### config.mk
export PLATFORM = sky130hd
export DESIGN_NAME = nv_host_ctrl
export DESIGN_NICKNAME = d
export VERILOG_FILES = /design/src/shared/nv_host_pkg.sv /design/src/hdl/nv_host_ctrl.sv /design/src/hdl/seq_addr_rom.sv
export SDC_FILE = /design/constraint.sdc
export NUM_CORES = 1
export LEC_CHECK = 0
export BUFFER_PORTS_ARGS = -buffer_cell sky130_fd_sc_hd__buf_2
export CAP_MARGIN = 15
export CORE_MARGIN = 2
export CORE_UTILIZATION = 35
export DETAILED_ROUTE_END_ITERATION = 8
export GPL_TIMING_DRIVEN = 0
export PLACE_DENSITY = 0.6
export SYNTH_ARGS = -nofsm -noshare
export SYNTH_HDL_FRONTEND = slang
export SYNTH_HIERARCHICAL = 1
export SYNTH_SLANG_ARGS = --single-unit
### constraint.sdc
create_clock -name clk_in -period 8.5 [get_ports clk_in]
set_clock_uncertainty 0.2 [all_clocks]
set_input_delay 0.85 -clock clk_in [delete_from_list [all_inputs] [get_ports clk_in]]
set_output_delay 0.85 -clock clk_in [all_outputs]
set_load 0.01 [all_outputs]
### src/shared/nv_host_pkg.sv
package nv_host_pkg;
   localparam int ADDR_W = 13;
   localparam int DATA_W = 8;
   localparam int SEQ_LEN = 6;
   localparam logic [12:0] SEQ_A0 = 13'h0000;
   localparam logic [12:0] SEQ_A1 = 13'h1555;
   localparam logic [12:0] SEQ_A2 = 13'h0aaa;
   localparam logic [12:0] SEQ_A3 = 13'h1fff;
   localparam logic [12:0] SEQ_A4 = 13'h10f0;
   localparam logic [12:0] SEQ_STORE = 13'h0f0f;
   localparam logic [12:0] SEQ_RECALL = 13'h0f0e;
   // bus phase timing in ns at a 10 ns clock
   localparam int CLK_NS = 10;
   localparam int SETUP_NS = 10;
   localparam int PULSE_NS = 50;
   localparam int HOLD_NS = 10;
   localparam int SETUP_CYC = (SETUP_NS + CLK_NS - 1) / CLK_NS;
   localparam int PULSE_CYC = (PULSE_NS + CLK_NS - 1) / CLK_NS;
   localparam int HOLD_CYC = (HOLD_NS + CLK_NS - 1) / CLK_NS;
   // store takes up to 10 ms, recall up to 20 us
   localparam int STORE_US = 10000;
   localparam int RECALL_US = 20;
   localparam int STORE_CYC_DEF = STORE_US * 1000 / CLK_NS;
   localparam int RECALL_CYC_DEF = RECALL_US * 1000 / CLK_NS;
   localparam logic [1:0] CMD_READ = 2'h0;
   localparam logic [1:0] CMD_WRITE = 2'h1;
   localparam logic [1:0] CMD_STORE = 2'h2;
   localparam logic [1:0] CMD_RECALL = 2'h3;
endpackage

### src/hdl/nv_host_ctrl.sv
// Operation
// - a store is started by six reads at 0000,1555,0aaa,1fff,10f0,0f0f in order, the last reading no data.
// - a recall uses the same five reads and ends at 0f0e instead.
// - write enable is held high through all six sequence reads.
// - on a read write enable stays high for the whole cycle.
// - a write happens with select and write enable low, address held until either rises.
`timescale 1ns/100ps
`default_nettype none
module nv_host_ctrl
   import nv_host_pkg::*;
#(
   parameter int STORE_CYC = STORE_CYC_DEF,
   parameter int RECALL_CYC = RECALL_CYC_DEF
) (
   input wire logic clk_in,
   input wire logic nrst_in,
   input wire logic req_valid_in,
   input wire logic [1:0] req_cmd_in,
   input wire logic [12:0] req_addr_in,
   input wire logic [7:0] req_wdata_in,
   input wire logic hw_store_in,
   output logic req_ready_out,
   output logic rsp_valid_out,
   output logic [7:0] rsp_rdata_out,
   output logic chip_sel_n_out,
   output logic write_en_n_out,
   output logic out_en_n_out,
   output logic [12:0] byte_address_out,
   output logic [7:0] data_bus_out,
   output logic data_bus_oe_out,
   input wire logic [7:0] data_bus_in,
   output logic store_busy_n_out,
   output logic store_busy_oe_out,
   input wire logic store_busy_n_in
);
   typedef enum logic [3:0] {
      S_IDLE, S_SETUP, S_PULSE, S_HOLD, S_NV_WAIT, S_HW_ASSERT, S_HW_WAIT
   } state_t;

   localparam int CNT_W = $clog2(STORE_CYC + 2);
   localparam logic [CNT_W-1:0] CNT_SETUP = CNT_W'(SETUP_CYC);
   localparam logic [CNT_W-1:0] CNT_PULSE = CNT_W'(PULSE_CYC);
   localparam logic [CNT_W-1:0] CNT_HOLD = CNT_W'(HOLD_CYC);
   localparam logic [CNT_W-1:0] CNT_STORE = CNT_W'(STORE_CYC);
   localparam logic [CNT_W-1:0] CNT_RECALL = CNT_W'(RECALL_CYC);
   localparam logic [CNT_W-1:0] CNT_ONE = CNT_W'(1);
   localparam logic [2:0] SEQ_LAST = 3'(SEQ_LEN - 1);

   state_t state_q;
   logic [CNT_W-1:0] cnt_q;
   logic [1:0] cmd_q;
   logic [12:0] addr_q;
   logic [7:0] wdata_q;
   logic [2:0] seq_idx_q;
   logic [2:0] seq_idx_d;
   logic [12:0] seq_addr;
   logic hsb_s1_q;
   logic hsb_s2_q;
   logic is_seq;
   logic cnt_done;

   assign is_seq = (cmd_q == CMD_STORE) || (cmd_q == CMD_RECALL);
   assign cnt_done = (cnt_q == CNT_ONE);
   assign req_ready_out = (state_q == S_IDLE) && !hw_store_in && hsb_s2_q;

   // the rom output is registered, so it is fed the index of the next
   // cycle; its address then stands while the setup cycle loads the pins
   always_comb begin
      seq_idx_d = seq_idx_q;
      if (state_q == S_IDLE) begin
         seq_idx_d = 3'h0;
      end else if (state_q == S_HOLD && cnt_done && is_seq
                   && seq_idx_q != SEQ_LAST) begin
         seq_idx_d = seq_idx_q + 3'h1;
      end
   end

   seq_addr_rom u_rom (
      .clk_in(clk_in),
      .nrst_in(nrst_in),
      .index_in(seq_idx_d),
      .recall_in(cmd_q == CMD_RECALL),
      .addr_out(seq_addr)
   );

   // store_busy_n is a pin shared with other devices
   always_ff @(posedge clk_in or negedge nrst_in) begin
      if (!nrst_in) begin
         hsb_s1_q <= 1'b1;
         hsb_s2_q <= 1'b1;
      end else begin
         hsb_s1_q <= store_busy_n_in;
         hsb_s2_q <= hsb_s1_q;
      end
   end

   always_ff @(posedge clk_in or negedge nrst_in) begin
      if (!nrst_in) begin
         state_q <= S_IDLE;
         cnt_q <= '0;
         cmd_q <= CMD_READ;
         addr_q <= 13'h0000;
         wdata_q <= 8'h00;
         seq_idx_q <= 3'h0;
      end else begin
         case (state_q)
            S_IDLE: begin
               seq_idx_q <= 3'h0;
               if (hw_store_in && hsb_s2_q) begin
                  state_q <= S_HW_ASSERT;
                  cnt_q <= CNT_PULSE;
               end else if (req_ready_out && req_valid_in) begin
                  cmd_q <= req_cmd_in;
                  addr_q <= req_addr_in;
                  wdata_q <= req_wdata_in;
                  cnt_q <= CNT_SETUP;
                  state_q <= S_SETUP;
               end
            end
            S_SETUP: begin
               if (cnt_done) begin
                  cnt_q <= CNT_PULSE;
                  state_q <= S_PULSE;
               end else begin
                  cnt_q <= cnt_q - CNT_ONE;
               end
            end
            S_PULSE: begin
               if (cnt_done) begin
                  cnt_q <= CNT_HOLD;
                  state_q <= S_HOLD;
               end else begin
                  cnt_q <= cnt_q - CNT_ONE;
               end
            end
            S_HOLD: begin
               if (!cnt_done) begin
                  cnt_q <= cnt_q - CNT_ONE;
               end else if (is_seq && seq_idx_q != SEQ_LAST) begin
                  // back to back reads, nothing may intervene
                  seq_idx_q <= seq_idx_q + 3'h1;
                  cnt_q <= CNT_SETUP;
                  state_q <= S_SETUP;
               end else if (is_seq) begin
                  cnt_q <= (cmd_q == CMD_STORE) ? CNT_STORE : CNT_RECALL;
                  state_q <= S_NV_WAIT;
               end else begin
                  state_q <= S_IDLE;
               end
            end
            S_NV_WAIT: begin
               if (cnt_done) begin
                  state_q <= S_IDLE;
               end else begin
                  cnt_q <= cnt_q - CNT_ONE;
               end
            end
            S_HW_ASSERT: begin
               if (cnt_done) begin
                  state_q <= S_HW_WAIT;
               end else begin
                  cnt_q <= cnt_q - CNT_ONE;
               end
            end
            S_HW_WAIT: begin
               if (hsb_s2_q) begin
                  state_q <= S_IDLE;
               end
            end
            default: state_q <= S_IDLE;
         endcase
      end
   end

   // bus pins; write enable never falls before select so data stay off
   always_ff @(posedge clk_in or negedge nrst_in) begin
      if (!nrst_in) begin
         chip_sel_n_out <= 1'b1;
         write_en_n_out <= 1'b1;
         out_en_n_out <= 1'b1;
         byte_address_out <= 13'h0000;
         data_bus_out <= 8'h00;
         data_bus_oe_out <= 1'b0;
      end else begin
         chip_sel_n_out <= !(state_q == S_PULSE);
         write_en_n_out <= !(state_q == S_PULSE && cmd_q == CMD_WRITE);
         // sequence reads need no data; oe left high on all six
         out_en_n_out <= !(state_q == S_PULSE && cmd_q == CMD_READ);
         if (state_q == S_SETUP) begin
            byte_address_out <= is_seq ? seq_addr : addr_q;
         end
         data_bus_out <= wdata_q;
         // data held one cycle past the strobe so the capture never races
         data_bus_oe_out <= cmd_q == CMD_WRITE && (state_q == S_SETUP
            || state_q == S_PULSE || state_q == S_HOLD);
      end
   end

   // open-drain store request, released after the pulse; wait on pin high
   always_ff @(posedge clk_in or negedge nrst_in) begin
      if (!nrst_in) begin
         store_busy_n_out <= 1'b1;
         store_busy_oe_out <= 1'b0;
         rsp_valid_out <= 1'b0;
         rsp_rdata_out <= 8'h00;
      end else begin
         store_busy_n_out <= 1'b0;
         store_busy_oe_out <= (state_q == S_HW_ASSERT);
         rsp_valid_out <= (state_q == S_HOLD) && cnt_done
                          && !(is_seq && seq_idx_q != SEQ_LAST)
                          && !(is_seq && cmd_q == CMD_READ);
         if (state_q == S_PULSE && cnt_done && cmd_q == CMD_READ) begin
            rsp_rdata_out <= data_bus_in;
         end
      end
   end
endmodule // nv_host_ctrl
`default_nettype wire

### src/hdl/seq_addr_rom.sv
`timescale 1ns/100ps
`default_nettype none
module seq_addr_rom
   import nv_host_pkg::*;
(
   input wire logic clk_in,
   input wire logic nrst_in,
   input wire logic [2:0] index_in,
   input wire logic recall_in,
   output logic [12:0] addr_out
);
   always_ff @(posedge clk_in or negedge nrst_in) begin
      if (!nrst_in) begin
         addr_out <= 13'h0000;
      end else begin
         case (index_in)
            3'h0: addr_out <= SEQ_A0;
            3'h1: addr_out <= SEQ_A1;
            3'h2: addr_out <= SEQ_A2;
            3'h3: addr_out <= SEQ_A3;
            3'h4: addr_out <= SEQ_A4;
            default: addr_out <= recall_in ? SEQ_RECALL : SEQ_STORE;
         endcase
      end
   end
endmodule // seq_addr_rom
`default_nettype wire

==> out/metrics.cfg <==
[synth]
syn-cell-area_um2=4380
synth.area.top_cells=dfrtp_1 (49%), mux2_2 (8.0%), nor2_1 (3.8%)
ys_seq_elements=92
yosysWarnings=6
ys_seq_area_frac=0.527
yosys.area.top_type=dfrtp_1
synth_cells=407
avgSynthCellArea_um2=10.8
synthFlopType=dfrtp_1
synth_most_common_cell=dfrtp_1
synth_top_area_share=0.491
synth_commonest_cells=dfrtp_1 (86), nor2_1 (44), mux2_2 (31), o21ai_0 (31), a21oi_1 (28)
synth_nets=447
ys_async_sr_fraction=1.00
ys_types=60
synth_edf_count=0

[layout]
instances_no_fill=664
multi_input_area_um2=1890
layout.nets=531
n_fill_cell=1203
antennaDiodeCount=0
final-seq-area_um2=2310
syn_to_final_growth_pct=21.2
drive_gt1_frac=0.308

[timing]
rsz0062_at_grt=no
drv_slew=0
clock.fmax_mhz=283
setup_ws_ns=4.97
setup_tns_ns=0
period_share=0.415
slew_headroom=0.344
setup_viol=0
hold_ws_ns=0.156
hold_violations=0
period_minus_slack_ns=3.53
worst_pin_slew_ns=0.983

[routing]
drc=0
drtPass1Iterations=4
routedWlPerCell_um=15.9
drt-total-wl_um=10600
drtIter0Drc=205
vias_per_cell=5.15
ant_nets=0
vias=3421

[floorplanning]
io_pins=73
die_x_um=116
die_h_um=116
start_util=0.362
core_um2=12100
rows=40
fp.dieArea_um2=13400

[clocking]
cts_setup_buffers=0
cts-buffers-inserted=9
cts_resized=0
clk_pin_slew_ns=0.07
cts_hold_buf=0
clock_latency_ns=0.34
cts_max_level=3
clock_sinks=92
root_buffer=clkbuf_16
cts_tree=yes
clockBufferDepth=2

[critical_path]
endpoint_kind=flip-flop
timing.rr.end=u_rom/addr_out[6]$_DFF_PN0_
path_cells=buf_6 -> or4_4 -> or2_1 -> buf_6 -> nor4_4 -> buf_2 -> nand3_1 -> o21ai_0 -> or3b_1 -> o21ai_0
cp.arrival_ns=3.59
rr_startpoint=cnt_q[12]$_DFFE_PN0P_
worstPathMaxFanout=10
reg2reg_slack_ns=4.97
cp_slowest_cell=or4_4
cp-start-kind=flip-flop
setup.worst_path.class=flip-flop to flip-flop
worstPathRequired_ns=8.56
rr_worst_depth=10
max_stage_delay_ns=0.57

[placement]
dp_hpwl_um=7590
placedCellCount=648
gp_congestion=0.893
place_ws_ns=5.00
portBuffers=72

[grt]
track_usage=0.168
grt_pass1_wl_um=17700
antenna_found_initial=0
grt_start_max_net_pins=48
grt_overflow=0
grt_pass1_vias=3462

[hold_path]
hold_path_class=flip-flop to flip-flop
min_to=hsb_s2_q$_DFF_PN1_
whs_path_depth=0
hp-start=hsb_s1_q$_DFF_PN1_

[power]
ir_drop_mv=0.0910
power_leakage_nw=2.51
powerDensity_nw_per_um2=170

[flow_run]
maxCapViolCount=0

[run_status]
status=finished clean

==> cell families after synthesis <==
group | after synthesis | share of synthesized area
compound gates | 101 | 0.154
xor+xnor | 3 | 0.00600
fa+ha+maj | 4 | 0.0114
other cells | 1 | 0.000856
simple gates | 126 | 0.146
mux | 45 | 0.112
buf+inv | 35 | 0.0420
flops | 92 | 0.527
==> power breakdown <==
part | switching, mW | leakage, nW | total [mW] | internal, mW
Sequential | 0.000532 | 1.22 | 0.440 | 0.439
Clock | 0.177 | 0.164 | 0.446 | 0.269
Combinational | 0.0114 | 1.13 | 0.0192 | 0.00773
==> worst max-delay path: cells and delay by family (launching register included) <==
family / cells / cell delay (ns)
AO/OA/AOI/OAI: 2 / 0.55
buffers and inverters: 3 / 0.57
flip-flops: 1 / 0.38
AND/OR/NAND/NOR: 5 / 1.74
==> per-stage QoR <==
stage / total power [mW] / util / instance area [µm²]
3_3_place_gp: 0.466 / 0.409 / 4950
3_5_place_dp: 0.468 / 0.411 / 4980
6_report: 0.904 / 0.439 / 5310
5_1_grt: 0.934 / 0.439 / 5310
2_1_floorplan: 0.449 / - / 4380
4_1_cts: 0.915 / 0.439 / 5310
==> state kept, by name, summed over array words and instances (netlist names) <==
register,count
wdata_q,8
store_busy_oe_out,1
data_bus_oe_out,1
rsp_rdata_out,8
write_en_n_out,1
cmd_q,2
addr_q,13
hsb_s2_q,1
state_q,3
hsb_s1_q,1
seq_idx_q,3
chip_sel_n_out,1
byte_address_out,13
data_bus_out,8
store_busy_n_out,1
rsp_valid_out,1
out_en_n_out,1
u_rom/addr_out,5
cnt_q,20
==> area by class of cell <==
cell class	count	area share
timing repair buffer	73	0.0735
buffer	27	0.0290
tap	168	0.0396
clock buffer	10	0.0450
clock inverter	6	0.0172
sequential	92	0.435
inverter	8	0.00565
multi-input combinational	280	0.356
==> metal layers <==
metal	part of all wire	GRT usage	vias to the layer above
li1	-	-	1623
met1	0.46	0.221	1693
met2	0.48	0.282	95
met3	0.055	0.0403	10
met4	0.0099	0.0421	0
met5	0	0	-
==> cell usage in the layout (no fill, tap or decap), drive strengths merged, types with 4 or more instances in the layout <==
cell,n
ha,4
a22o,4
clkbuf,19
nor3,12
nand2,26
buf,91
inv,11
or3,7
o2bb2ai,9
or4,4
o22ai,4
dfstp,6
dfrtp,86
nand3,7
mux2i,13
mux2,32
a21oi,28
o21ai,31
nor2,45
==> worst max path at each step <==
| stage | cells after the start | endpoint | startpoint |
|---|---|---|---|
| 3_3_place_gp | 10 | u_rom/addr_out[7]$_DFF_PN0_ | cnt_q[12]$_DFFE_PN0P_ |
| 4_1_cts | 10 | u_rom/addr_out[6]$_DFF_PN0_ | cnt_q[12]$_DFFE_PN0P_ |
| 3_5_place_dp | 11 | u_rom/addr_out[0]$_DFF_PN0_ | cnt_q[12]$_DFFE_PN0P_ |
| 5_1_grt | 10 | u_rom/addr_out[6]$_DFF_PN0_ | cnt_q[12]$_DFFE_PN0P_ |
| 2_1_floorplan | 11 | u_rom/addr_out[0]$_DFF_PN0_ | cnt_q[12]$_DFFE_PN0P_ |
| 6_report | 10 | u_rom/addr_out[6]$_DFF_PN0_ | cnt_q[12]$_DFFE_PN0P_ |
Power figures use the tool's default switching activity.
